File: src/rtl/cfim_map.svh
`ifndef CFIM_MAP_SVH
`define CFIM_MAP_SVH

// Register offsets on the serial register port
`define CFIM_OFS_FAULT_FLAGS_ONE   8'h27
`define CFIM_OFS_IRQ_MASK_ZERO     8'h28
`define CFIM_OFS_IRQ_MASK_ONE      8'h29

// Fault flag bit positions
`define CFIM_BIT_SYS_SHORT         7
`define CFIM_BIT_SYS_OVERVOLT      6
`define CFIM_BIT_THERMAL_SHUTDOWN  2

// Mask zero bit positions
`define CFIM_BIT_ICL_BLOCK         7
`define CFIM_BIT_IVL_BLOCK         6
`define CFIM_BIT_WDOG_BLOCK        5
`define CFIM_BIT_WEAK_SRC_BLOCK    4
`define CFIM_BIT_PGOOD_BLOCK       3
`define CFIM_BIT_IN2_PRES_BLOCK    2
`define CFIM_BIT_IN1_PRES_BLOCK    1
`define CFIM_BIT_BUS_PRES_BLOCK    0

// Mask one bit positions
`define CFIM_BIT_CHG_STATE_BLOCK   7
`define CFIM_BIT_OPTIMIZER_BLOCK   6
`define CFIM_BIT_BUS_STATE_BLOCK   4
`define CFIM_BIT_DIE_DIE_THERMAL_REGULATION_BLOCK    2
`define CFIM_BIT_BAT_PRES_BLOCK    1
`define CFIM_BIT_USB_DET_BLOCK     0

// Implemented bits and reset values
`define CFIM_FLAG_ONE_USED         8'hc4
`define CFIM_MASK_ZERO_USED        8'hff
`define CFIM_MASK_ONE_USED         8'hd7
`define CFIM_RESET_VALUE           8'h00

// Interrupt pulse length in ns, and in clock cycles at 125 MHz
`define CFIM_CLK_PERIOD_NS         8
`define CFIM_IRQ_PULSE_NS          256
`define CFIM_IRQ_PULSE_CYC         (`CFIM_IRQ_PULSE_NS / `CFIM_CLK_PERIOD_NS)

`endif

File: src/rtl/cfim_pkg.sv
package cfim_pkg;

  // Register access request from the serial front end
  typedef struct packed {
    logic       wrEn;
    logic       rdEn;
    logic [7:0] addr;
    logic [7:0] wrData;
  } cfim_req_t;

  // Raw fault and event levels from the analog and charger logic
  typedef struct packed {
    logic       sysShort;
    logic       sysOvervolt;
    logic       thermalShutdown;
    logic       inputCurrentLimiting;
    logic       inputVoltageLimiting;
    logic       watchdogExpired;
    logic       weakSource;
    logic       powerGood;
    logic       secondInputPresent;
    logic       firstInputPresent;
    logic       busInputPresent;
    logic [2:0] chargeState;
    logic [1:0] currentOptimizer;
    logic [3:0] busInputState;
    logic       dieThermalRegulation;
    logic       batteryPresent;
    logic       usbDetectDone;
  } cfim_ev_t;

  localparam int CFIM_EV_W = $bits(cfim_ev_t);

  // Interrupt pulse generator states
  typedef enum logic [1:0] {
    CFIM_IDLE  = 2'b00,
    CFIM_PULSE = 2'b01,
    CFIM_GAP   = 2'b10
  } cfim_state_t;

endpackage

File: src/rtl/cfim_charger_fault_irq.sv
`timescale 1ns/10ps
`include "cfim_map.svh"
module cfim_charger_fault_irq
  import cfim_pkg::*;
#(
  parameter int PULSE_CYC = `CFIM_IRQ_PULSE_CYC
) (
  // Clock and reset
  input  wire logic      clk,
  input  wire logic      rst,
  // Register access from the serial front end (same clock)
  input  wire cfim_req_t regReq,
  output logic [7:0]     rdData,
  // Register reset command, one-cycle pulse
  input  wire logic      regResetCmd,
  // Raw event levels from the analog side (asynchronous)
  input  wire cfim_ev_t  evRaw,
  // Interrupt pulse to the host
  output logic           irqPulse
);

  ////////////////////////////////////////////////////////////////////////////
  // Input synchronisation

  cfim_ev_t   ev;
  cfim_ev_t   evPrev_q;
  logic       evValid_q;
  logic [1:0] warmCnt_q;

  cfim_sync #(
    .WIDTH (CFIM_EV_W)
  ) u_sync (
    .clk     (clk),
    .rst     (rst),
    .asyncIn (evRaw),
    .syncOut (ev)
  );

  // Previous sample for edge detection. A level already high in reset only shows at the
  // synchroniser output two edges after release, so events wait until both the sample
  // and its history carry real pin levels; otherwise a false edge follows every reset
  always_ff @(posedge clk or posedge rst)
  begin
    if (rst)
    begin
      evPrev_q  <= '0;
      warmCnt_q <= 2'h0;
      evValid_q <= 1'b0;
    end
    else
    begin
      evPrev_q  <= ev;
      if (warmCnt_q != 2'h3)
        warmCnt_q <= warmCnt_q + 2'h1;
      evValid_q <= warmCnt_q[1];
    end
  end

  ////////////////////////////////////////////////////////////////////////////
  // Event detection

  function automatic logic rose(input logic now, input logic was);
    rose = now & ~was;
  endfunction

  logic evShort, evOvervolt, evTshut;
  logic evIcl, evIvl, evWdog, evWeak, evPgood, evIn2, evIn1, evBusPres;
  logic evChg, evOpt, evBusState, evTreg, evBat, evUsb;

  // Flag faults and the limiting, watchdog, weak-source and die-thermal events on their rising edge; other status fields on any change
  always_comb
  begin
    evShort    = evValid_q & rose(ev.sysShort, evPrev_q.sysShort);
    evOvervolt = evValid_q & rose(ev.sysOvervolt, evPrev_q.sysOvervolt);
    evTshut    = evValid_q & rose(ev.thermalShutdown, evPrev_q.thermalShutdown);
    evIcl      = evValid_q & rose(ev.inputCurrentLimiting, evPrev_q.inputCurrentLimiting);
    evIvl      = evValid_q & rose(ev.inputVoltageLimiting, evPrev_q.inputVoltageLimiting);
    evWdog     = evValid_q & rose(ev.watchdogExpired, evPrev_q.watchdogExpired);
    evWeak     = evValid_q & rose(ev.weakSource, evPrev_q.weakSource);
    evPgood    = evValid_q & (ev.powerGood != evPrev_q.powerGood);
    evIn2      = evValid_q & (ev.secondInputPresent != evPrev_q.secondInputPresent);
    evIn1      = evValid_q & (ev.firstInputPresent != evPrev_q.firstInputPresent);
    evBusPres  = evValid_q & (ev.busInputPresent != evPrev_q.busInputPresent);
    evChg      = evValid_q & (ev.chargeState != evPrev_q.chargeState);
    evOpt      = evValid_q & (ev.currentOptimizer != evPrev_q.currentOptimizer);
    evBusState = evValid_q & (ev.busInputState != evPrev_q.busInputState);
    evTreg     = evValid_q & rose(ev.dieThermalRegulation, evPrev_q.dieThermalRegulation);
    evBat      = evValid_q & (ev.batteryPresent != evPrev_q.batteryPresent);
    evUsb      = evValid_q & (ev.usbDetectDone != evPrev_q.usbDetectDone);
  end

  ////////////////////////////////////////////////////////////////////////////
  // Fault flag register

  logic [7:0] faultFlags_q;
  logic       rdFlags;

  assign rdFlags = regReq.rdEn && regReq.addr == `CFIM_OFS_FAULT_FLAGS_ONE;

  // Sticky flags cleared by a read; a new event in the read cycle wins
  always_ff @(posedge clk or posedge rst)
  begin
    if (rst)
      faultFlags_q <= `CFIM_RESET_VALUE;
    else
    begin
      if (rdFlags || regResetCmd)
        faultFlags_q <= `CFIM_RESET_VALUE;
      if (evShort)
        faultFlags_q[`CFIM_BIT_SYS_SHORT] <= 1'b1;
      if (evOvervolt)
        faultFlags_q[`CFIM_BIT_SYS_OVERVOLT] <= 1'b1;
      if (evTshut)
        faultFlags_q[`CFIM_BIT_THERMAL_SHUTDOWN] <= 1'b1;
    end
  end

  ////////////////////////////////////////////////////////////////////////////
  // Mask registers

  logic [7:0] maskZero_q;
  logic [7:0] maskOne_q;

  // Host writes only reach implemented bits; flags take no writes
  always_ff @(posedge clk or posedge rst)
  begin
    if (rst)
    begin
      maskZero_q <= `CFIM_RESET_VALUE;
      maskOne_q  <= `CFIM_RESET_VALUE;
    end
    else if (regResetCmd)
    begin
      maskZero_q <= `CFIM_RESET_VALUE;
      maskOne_q  <= `CFIM_RESET_VALUE;
    end
    else if (regReq.wrEn)
    begin
      if (regReq.addr == `CFIM_OFS_IRQ_MASK_ZERO)
        maskZero_q <= regReq.wrData & `CFIM_MASK_ZERO_USED;
      if (regReq.addr == `CFIM_OFS_IRQ_MASK_ONE)
        maskOne_q <= regReq.wrData & `CFIM_MASK_ONE_USED;
    end
  end

  ////////////////////////////////////////////////////////////////////////////
  // Read data

  // Registered read data; unmapped offsets read zero
  always_ff @(posedge clk or posedge rst)
  begin
    if (rst)
      rdData <= 8'h00;
    else if (regReq.rdEn)
    begin
      case (regReq.addr)
        `CFIM_OFS_FAULT_FLAGS_ONE: rdData <= faultFlags_q & `CFIM_FLAG_ONE_USED;
        `CFIM_OFS_IRQ_MASK_ZERO:   rdData <= maskZero_q;
        `CFIM_OFS_IRQ_MASK_ONE:    rdData <= maskOne_q & `CFIM_MASK_ONE_USED;
        default:                   rdData <= 8'h00;
      endcase
    end
  end

  ////////////////////////////////////////////////////////////////////////////
  // Interrupt gating

  logic irqReq;

  // A mask only gates the pulse, never the flag
  always_comb
  begin
    irqReq = 1'b0;
    irqReq |= evShort | evOvervolt | evTshut;
    irqReq |= evIcl & ~maskZero_q[`CFIM_BIT_ICL_BLOCK];
    irqReq |= evIvl & ~maskZero_q[`CFIM_BIT_IVL_BLOCK];
    irqReq |= evWdog & ~maskZero_q[`CFIM_BIT_WDOG_BLOCK];
    irqReq |= evWeak & ~maskZero_q[`CFIM_BIT_WEAK_SRC_BLOCK];
    irqReq |= evPgood & ~maskZero_q[`CFIM_BIT_PGOOD_BLOCK];
    irqReq |= evIn2 & ~maskZero_q[`CFIM_BIT_IN2_PRES_BLOCK];
    irqReq |= evIn1 & ~maskZero_q[`CFIM_BIT_IN1_PRES_BLOCK];
    irqReq |= evBusPres & ~maskZero_q[`CFIM_BIT_BUS_PRES_BLOCK];
    irqReq |= evChg & ~maskOne_q[`CFIM_BIT_CHG_STATE_BLOCK];
    irqReq |= evOpt & ~maskOne_q[`CFIM_BIT_OPTIMIZER_BLOCK];
    irqReq |= evBusState & ~maskOne_q[`CFIM_BIT_BUS_STATE_BLOCK];
    irqReq |= evTreg & ~maskOne_q[`CFIM_BIT_DIE_DIE_THERMAL_REGULATION_BLOCK];
    irqReq |= evBat & ~maskOne_q[`CFIM_BIT_BAT_PRES_BLOCK];
    irqReq |= evUsb & ~maskOne_q[`CFIM_BIT_USB_DET_BLOCK];
  end

  cfim_pulse #(
    .PULSE_CYC (PULSE_CYC)
  ) u_pulse (
    .clk      (clk),
    .rst      (rst),
    .trigger  (irqReq),
    .irqPulse (irqPulse)
  );

  ////////////////////////////////////////////////////////////////////////////
  // Assertions

  property p_short_flag;
    @(posedge clk) disable iff (rst) evShort |=> faultFlags_q[7];
  endproperty
  a_short_flag: assert property (p_short_flag) else $error("short flag not set");

  property p_ovp_flag;
    @(posedge clk) disable iff (rst) evOvervolt |=> faultFlags_q[6];
  endproperty
  a_ovp_flag: assert property (p_ovp_flag) else $error("overvoltage flag not set");

  property p_thermal_shutdown_event;
    @(posedge clk) disable iff (rst) evTshut |=> faultFlags_q[2];
  endproperty
  a_thermal_shutdown_event: assert property (p_thermal_shutdown_event) else $error("shutdown flag not set");

  property p_masks_reset;
    @(posedge clk) disable iff (rst) regResetCmd |=> (maskZero_q == 8'h00 && maskOne_q == 8'h00);
  endproperty
  a_masks_reset: assert property (p_masks_reset) else $error("masks not cleared");

  property p_icl_masked;
    @(posedge clk) disable iff (rst)
      (maskZero_q == 8'hff && maskOne_q == 8'hd7 && !evShort && !evOvervolt && !evTshut)
      |-> !irqReq;
  endproperty
  a_icl_masked: assert property (p_icl_masked) else $error("masked event raised irq");

  property p_icl_irq;
    @(posedge clk) disable iff (rst)
      (evIcl && !maskZero_q[7] && irqPulse == 1'b0 && u_pulse.state_q == CFIM_IDLE)
      |=> irqPulse;
  endproperty
  a_icl_irq: assert property (p_icl_irq) else $error("unmasked event gave no pulse");

  property p_pgood_irq;
    @(posedge clk) disable iff (rst)
      (evPgood && !maskZero_q[3] && u_pulse.state_q == CFIM_IDLE) |=> irqPulse;
  endproperty
  a_pgood_irq: assert property (p_pgood_irq) else $error("power good toggle no pulse");

  property p_reserved_zero;
    @(posedge clk) disable iff (rst)
      (faultFlags_q & 8'h3b) == 8'h00 && (maskOne_q & 8'h28) == 8'h00;
  endproperty
  a_reserved_zero: assert property (p_reserved_zero) else $error("reserved bit set");

  property p_flag_sticky;
    @(posedge clk) disable iff (rst)
      (faultFlags_q[7] && !rdFlags && !regResetCmd) |=> faultFlags_q[7];
  endproperty
  a_flag_sticky: assert property (p_flag_sticky) else $error("flag lost without read");

  // A host write aimed at the flags must leave them exactly as they were
  property p_flags_ro;
    @(posedge clk) disable iff (rst)
      (regReq.wrEn && regReq.addr == `CFIM_OFS_FAULT_FLAGS_ONE && !rdFlags && !regResetCmd
       && !evShort && !evOvervolt && !evTshut) |=> $stable(faultFlags_q);
  endproperty
  a_flags_ro: assert property (p_flags_ro) else $error("flag register took a write");

  property p_mask1_wr;
    @(posedge clk) disable iff (rst)
      (regReq.wrEn && regReq.addr == `CFIM_OFS_IRQ_MASK_ONE && !regResetCmd)
      |=> maskOne_q == ($past(regReq.wrData) & `CFIM_MASK_ONE_USED);
  endproperty
  a_mask1_wr: assert property (p_mask1_wr) else $error("mask write lost");

  property p_rd_flags;
    @(posedge clk) disable iff (rst)
      rdFlags |=> rdData == ($past(faultFlags_q) & `CFIM_FLAG_ONE_USED);
  endproperty
  a_rd_flags: assert property (p_rd_flags) else $error("flag read data wrong");

  // Faults have no mask in these registers, so they always reach the pulse
  property p_tshut_irq;
    @(posedge clk) disable iff (rst)
      (evTshut && u_pulse.state_q == CFIM_IDLE) |=> irqPulse;
  endproperty
  a_tshut_irq: assert property (p_tshut_irq) else $error("fault gave no pulse");

  property p_chg_irq;
    @(posedge clk) disable iff (rst)
      (evChg && !maskOne_q[7] && u_pulse.state_q == CFIM_IDLE) |=> irqPulse;
  endproperty
  a_chg_irq: assert property (p_chg_irq) else $error("charge change gave no pulse");

  property p_usb_irq;
    @(posedge clk) disable iff (rst)
      (evUsb && !maskOne_q[0] && u_pulse.state_q == CFIM_IDLE) |=> irqPulse;
  endproperty
  a_usb_irq: assert property (p_usb_irq) else $error("detect change gave no pulse");

endmodule

File: src/rtl/cfim_pulse.sv
`timescale 1ns/10ps
`include "cfim_map.svh"
// Stretches a request into a fixed-length interrupt pulse, with a gap after
module cfim_pulse
  import cfim_pkg::*;
#(
  parameter int PULSE_CYC = `CFIM_IRQ_PULSE_CYC
) (
  // Clock and reset
  input  wire logic clk,
  input  wire logic rst,
  // Request and pulse
  input  wire logic trigger,
  output logic      irqPulse
);

  cfim_state_t state_q;
  logic [15:0] count_q;
  logic        pend_q;

  // Requests arriving while busy are held in one pending bit, so several collapse into one later pulse
  always_ff @(posedge clk or posedge rst)
  begin
    if (rst)
    begin
      state_q <= CFIM_IDLE;
      count_q <= 16'h0000;
      pend_q  <= 1'b0;
    end
    else
    begin
      if (trigger && state_q != CFIM_IDLE)
        pend_q <= 1'b1;
      case (state_q)
        CFIM_IDLE:
          if (trigger || pend_q)
          begin
            state_q <= CFIM_PULSE;
            count_q <= 16'(PULSE_CYC - 1);
            pend_q  <= 1'b0;
          end
        CFIM_PULSE, CFIM_GAP:
          if (count_q == 16'h0000)
          begin
            state_q <= (state_q == CFIM_PULSE) ? CFIM_GAP : CFIM_IDLE;
            count_q <= 16'(PULSE_CYC - 1);
          end
          else
            count_q <= count_q - 16'h0001;
        default:
          state_q <= CFIM_IDLE;
      endcase
    end
  end

  assign irqPulse = (state_q == CFIM_PULSE);

endmodule

File: src/rtl/cfim_sync.sv
`timescale 1ns/10ps
// Two-stage synchroniser for a bundle of asynchronous levels
module cfim_sync #(
  parameter int WIDTH = 1
) (
  // Clock and reset
  input  wire logic             clk,
  input  wire logic             rst,
  // Data
  input  wire logic [WIDTH-1:0] asyncIn,
  output logic      [WIDTH-1:0] syncOut
);

  logic [WIDTH-1:0] meta_q;

  // First stage feeds only the second stage
  always_ff @(posedge clk or posedge rst)
  begin
    if (rst)
    begin
      meta_q  <= '0;
      syncOut <= '0;
    end
    else
    begin
      meta_q  <= asyncIn;
      syncOut <= meta_q;
    end
  end

endmodule

File: config.mk
export PLATFORM = sky130hd
export DESIGN_NAME = cfim_charger_fault_irq
export DESIGN_NICKNAME = d
export VERILOG_FILES = /design/src/rtl/cfim_pkg.sv /design/src/rtl/cfim_charger_fault_irq.sv /design/src/rtl/cfim_pulse.sv /design/src/rtl/cfim_sync.sv
export VERILOG_INCLUDE_DIRS = /design/src /design/src/rtl
export SDC_FILE = /design/constraint.sdc
export NUM_CORES = 1
export LEC_CHECK = 0
export BUFFER_PORTS_ARGS = -buffer_cell sky130_fd_sc_hd__buf_2
export CORE_MARGIN = 5
export CORE_UTILIZATION = 45
export DETAILED_ROUTE_END_ITERATION = 12
export HOLD_SLACK_MARGIN = 0.08
export PLACE_DENSITY_LB_ADDON = 0.1
export SLEW_MARGIN = 25
export SYNTH_ARGS = -nofsm -noshare
export SYNTH_HDL_FRONTEND = slang
export SYNTH_SLANG_ARGS = --single-unit
File: constraint.sdc
create_clock -name clk -period 3.95 [get_ports clk]
set_input_delay 0.395 -clock clk [delete_from_list [all_inputs] [get_ports clk]]
set_output_delay 0.395 -clock clk [all_outputs]
set_load 0.05 [all_outputs]
======== After elaboration in Yosys (flattened, before gate mapping) ========
Cells that the tools add are included.
operators by class
  add/subtract/negate cells ............... 2
  eq/ne operators ......................... 17
  muxes and demuxes ....................... 21
  bitwise operators ....................... 77
  reductions and logical operators ........ 19
operators by type and width
  kind                     count
  $mux W8                  7
  $and A1 B1 Y1            39
  $mux W16                 2
  $pmux W16 S2             1
  $eq A8 B6 Y1 const B     3
  $pmux W8 S3              1
  $not A1 Y1               22
  $logic_not A16 Y1        1
  $or A1 B1 Y1             16
  $reduce_bool A2 Y1       8
  $sub A16 B1 Y16 const B  1
  $reduce_and A2 Y1        4
  $mux W1                  6
  $mux W2                  3
  $ne A1 B1 Y1             6
  $ne A2 B1 Y1 const B     2
  $ne A4 B4 Y1             1
  $pmux W2 S2              1
  $ne A3 B3 Y1             1
  $add A2 B1 Y2 const B    1
  $eq A2 B1 Y1 const B     1
  $eq A2 B2 Y1 const B     1
  $logic_and A1 B1 Y1      2
  $logic_not A2 Y1         1
  other kinds (4)          5
storage, ports and cells
  bits in registers ....................... 118
  input port bits ......................... 44
  output and inout port bits .............. 9

======== Logic depth before layout (Yosys ltp) ========
  depth in word-level cells ............... 23
  depth in mapped cells ................... 9

======== Hierarchy ========
From an unflattened synthesis, not the netlist that was laid out.
unflattened totals
  cells, all modules ...................... 308
  area total of the unflattened synthesis .. 4261.6 um^2
modules (own cells, without submodules)
  module                  times used  cells an instance  area each (um^2)
  cfim_charger_fault_irq  1           152                2049.5
  cfim_sync               1           47                 1154.9
  cfim_pulse              1           109                1057.3

======== Worst setup path after synthesis ========
OpenSTA, ideal clock, no wires.
  path type ............................... flip-flop to flip-flop
  start ................................... register u_pulse.count_q[0]
  end ..................................... register u_pulse.count_q[12]
  arrival ................................. 2.097 ns
  slack ................................... 1.733 ns
  stages on the path, launching flop included .. 9
  buffers on the path ..................... 1
  period minus slack after synthesis ...... 2.217 ns
  cells stage by stage .................... dfrtp_1 > inv_1 > ha_1 > or3b_1 > clkbuf_1 > nor3_1 > a21oi_1 > o31a_1 > a31o_1
between the ends
  longest elaborated chain between the ends .. 3
RTL lines
  what                                                         RTL line                            source
  start, declared                                              cfim_pulse.sv:18                    logic [15:0] count_q;
  start signal, assigned                                       cfim_pulse.sv:39                    count_q <= 16'(PULSE_CYC - 1);
  start signal, assigned                                       cfim_pulse.sv:46                    count_q <= 16'(PULSE_CYC - 1);
  start signal, assigned                                       cfim_pulse.sv:49                    count_q <= count_q - 16'h0001;
  $sub A16 B1 Y16 / $logic_not A16 Y1 (equally long branches)  cfim_pulse.sv:49, cfim_pulse.sv:43
  $mux W16 *                                                   cfim_pulse.sv:43                    if (count_q == 16'h0000)
  $pmux W16 S2 *                                               cfim_pulse.sv:34                    case (state_q)
Every way passes the cells marked *; elsewhere a longest branch is shown, timed or not.
A chain may end at the register's enable or synchronous reset.

======== Worst setup path after layout ========
  start ................................... register u_pulse.count_q[0]
  end ..................................... register u_pulse.count_q[14]
The elaborated chain is that of the path after synthesis.

==> flow_metrics.env <==
export IMPL_netlist_area_leader_share_pct=66.0
export IMPL_synth_edf_count=0
export IMPL_synth_area_top_cells="dfrtp_1 66%, xnor2_1 3.2%, nand3_1 2.3%"
export IMPL_p_sw_share_pct=25.4
export IMPL_async_flop_share_pct=100
export IMPL_synth_flop_cell="dfrtp_1"
export IMPL_drv_cap=0
export IMPL_overflow=0
export IMPL_worst_r2r_path_depth=8
export IMPL_drc=0
export IMPL_wl_per_cell_um=15.1
export IMPL_fp_dieW_um=109
export IMPL_grt_pass1_vias=2963
export IMPL_insertion_delay_ns=0.51
export IMPL_p_total_mw=3.51
export IMPL_critPathKind="flip-flop to flip-flop"
export IMPL_drt_iter0_drc=90
export IMPL_leakagePower_nw=2.48
export IMPL_synthCells=338
export IMPL_drt_first_pass_iters=4
export IMPL_yosys_warnings=0
export IMPL_syn_num_nets=388
export IMPL_htreeDepth=4
export IMPL_pwr_share_seq_pct=37.0
export IMPL_power_switching_mw=0.890
export IMPL_grt_pass1_wl_mm=14.5
export IMPL_status="completed"
export IMPL_finalHoldViolations=0
export IMPL_antenna_found_initial=0
export IMPL_layout_commonest_cell="dfrtp_1"
export IMPL_grtUsageMet1_pct=22.7
export IMPL_drive_gt1_share_pct=23.6
export IMPL_startpoint_type="flip-flop"
export IMPL_ys_seq_elements=116
export IMPL_p_int_mw=2.62
export IMPL_final_nets=476
export IMPL_num_vias=2886
export IMPL_ir_drop_v=0.000459
export IMPL_r2r_start="u_pulse.count_q[0]$_DFFE_PP0P_"
export IMPL_dieHeight_um=109
export IMPL_cts_buffer_depth=2
export IMPL_core_um2=9640
export IMPL_synth_seq_area_share_pct=66.0
export IMPL_power_per_cell_area_nw_per_um2=619
export IMPL_max_freq_mhz=405
export IMPL_r2r_slack_ns=1.48
export IMPL_worstHoldEndpoint="maskZero_q[5]$_DFFE_PP0P_"
export IMPL_synthDistinctLibCells=52
export IMPL_syn_to_final_growth_pct=29.0
export IMPL_worstMarginPinSlew_ns=0.882
export IMPL_portBuffers=52
export IMPL_clkSinkCount=116
export IMPL_synth_top_area_cell="dfrtp_1"
export IMPL_holdPathStages=3
export IMPL_critPathMaxFanout=6
export IMPL_synth_area_per_cell_um2=13.0
export IMPL_arrival_ns=2.87
export IMPL_grt_use_met3_pct=5.57
export IMPL_finalClockSkew_ns=0.00735
export IMPL_setup_tns_ns=0
export IMPL_layout_common_cells="116 x dfrtp_1, 52 x buf_2, 24 x dlygate4sd3_1"
export IMPL_met2_usage_pct=23.0
export IMPL_grt_usage_pct=16.3
export IMPL_viasPerCell=5.07
export IMPL_finalCoreUtilization_pct=58.8
export IMPL_path_clk_slew_ns=0.06
export IMPL_cts_root_buf="clkbuf_8"
export IMPL_whs_ns=0.151
export IMPL_rsz0062_at_grt="no"
export IMPL_num_io_pins=53
export IMPL_combPwrFrac_pct=16.7
export IMPL_stdcell_area_um2=5670
export IMPL_die_area_um2=11900
export IMPL_fillers=818
export IMPL_gp_congestion=0.771
export IMPL_rows=36
export IMPL_dpl_cell_area_um2=4800
export IMPL_min_period_ns=2.47
export IMPL_drtAntennaViolNets=0
export IMPL_cts_tree="done"
export IMPL_post_cts_resized=0
export IMPL_worstHoldStart="regReq[5]"
export IMPL_finalSetupViolations=0
export IMPL_cts_buffers=17
export IMPL_antenna_cells=0
export IMPL_min_period_over_period_pct=62.5
export IMPL_hp_class="primary input to flip-flop"
export IMPL_syn_area_um2=4400
export IMPL_postRouteWirelength_mm=8.57
export IMPL_drv_slew=0
export IMPL_clockPowerShare_pct=46.3
export IMPL_initial_core_util_pct=45.6
export IMPL_reg2reg_to="u_pulse.count_q[14]$_DFFE_PP0P_"
export IMPL_dp_final_hpwl_mm=5.75
export IMPL_grt_max_degree=63
export IMPL_grt_most_used_layer="met2"
export IMPL_relSlewSlack_pct=40.5
export IMPL_required_ns=4.35
export IMPL_end_kind="flip-flop"
[how the worst max path moves through the flow]
stage                                               from                         endpoint  slack (ns)
after CTS                 u_pulse.count_q[0]$_DFFE_PP0P_  u_pulse.count_q[14]$_DFFE_PP0P_        1.51
final                     u_pulse.count_q[0]$_DFFE_PP0P_  u_pulse.count_q[14]$_DFFE_PP0P_        1.48
after floorplan                                      rst            evPrev_q[0]$_DFF_PP0_        0.48
after global routing      u_pulse.state_q[0]$_DFFE_PP0P_   u_pulse.count_q[0]$_DFFE_PP0P_        1.28
after global placement                        regReq[12]        maskZero_q[5]$_DFFE_PP0P_        1.36
after detailed placement                      regReq[12]        maskZero_q[0]$_DFFE_PP0P_        1.31
[flip-flops by register name, summed over array words and instances, names as in the netlist]
register,flops
u_pulse.count_q,16
maskZero_q,8
evPrev_q,23
maskOne_q,6
u_sync.meta_q,23
rdData,8
faultFlags_q,3
u_pulse.state_q,2
u_pulse.pend_q,1
warmCnt_q,2
evValid_q,1
u_sync.syncOut,23
[kinds of logic (layout without fill, tap and decap cells)]
logic type,Yosys count,count (layout),synth area share (%)
simple gates,88,88,11.8
flops,116,116,66.0
xor+xnor,16,16,3.19
buf+inv,25,123,2.42
mux,15,15,3.58
fa+ha+maj,6,6,1.71
compound gates,72,72,11.4
[critical path, cell delays in order, from the launching register on]
cell     delay, ns
dfrtp_1       0.39
inv_1         0.12
ha_1          0.23
or3b_1        0.46
nor3_1        0.56
nand2_1       0.11
a21oi_1       0.20
a21oi_2       0.08
a41o_1        0.20
[power by group through the flow]
stage,clock (mW),sequential [mW],combinational (mW)
floorplan,0,1.31,0.464
global placement,0,1.31,0.563
detailed placement,0,1.32,0.568
CTS,1.66,1.30,0.590
global route,1.71,1.31,0.667
finish,1.63,1.30,0.586
[through the flow]
step	worst slack (ns)	std cells
2_1_floorplan	0.483	338
4_1_cts	1.51	569
3_3_place_gp	1.36	516
6_report	1.48	569
3_5_place_dp	1.31	516
5_1_grt	1.28	569
[routing by layer]
metal  wire length (um)  vias to the layer above  part of all wire [%]
met1               4220                     1421                    49
met5                  0                        -                     0
li1                   -                     1387                     -
met3                422                       16                   4.9
met2               3790                       62                    44
met4                133                        0                   1.6
[area by class of cell]
class	instances	area, um^2	share of cell area, %
inverter	14	55.1	0.971
clock inverter	11	210	3.71
clock buffer	18	418	7.37
sequential	116	2900	51.2
timing repair buffer	80	531	9.35
multi-input combinational	197	1390	24.5
tap	133	166	2.93
[synth_stat cells, types with 4 or more instances]
cell and number:
a22o_1 8, xnor2_1 16, or3_1 4, mux2_2 6, a31oi_1 4, nand2_1 13
nand3_1 20, mux2i_1 9, dfrtp_1 116, o22ai_1 9, nor2b_1 6, clkbuf_1 8
o21ai_0 11, nor2_1 13, a21oi_1 19, inv_1 14, ha_1 6, nor3_1 6
nor3b_1 5
[repair_timing]
item	in CTS	in global routing
hold buffers	24	0
hold endpoints to repair	83	0
endpoints found under the setup margin	0	0
buffers inserted	0	0
(Power assumes the default switching activity.)
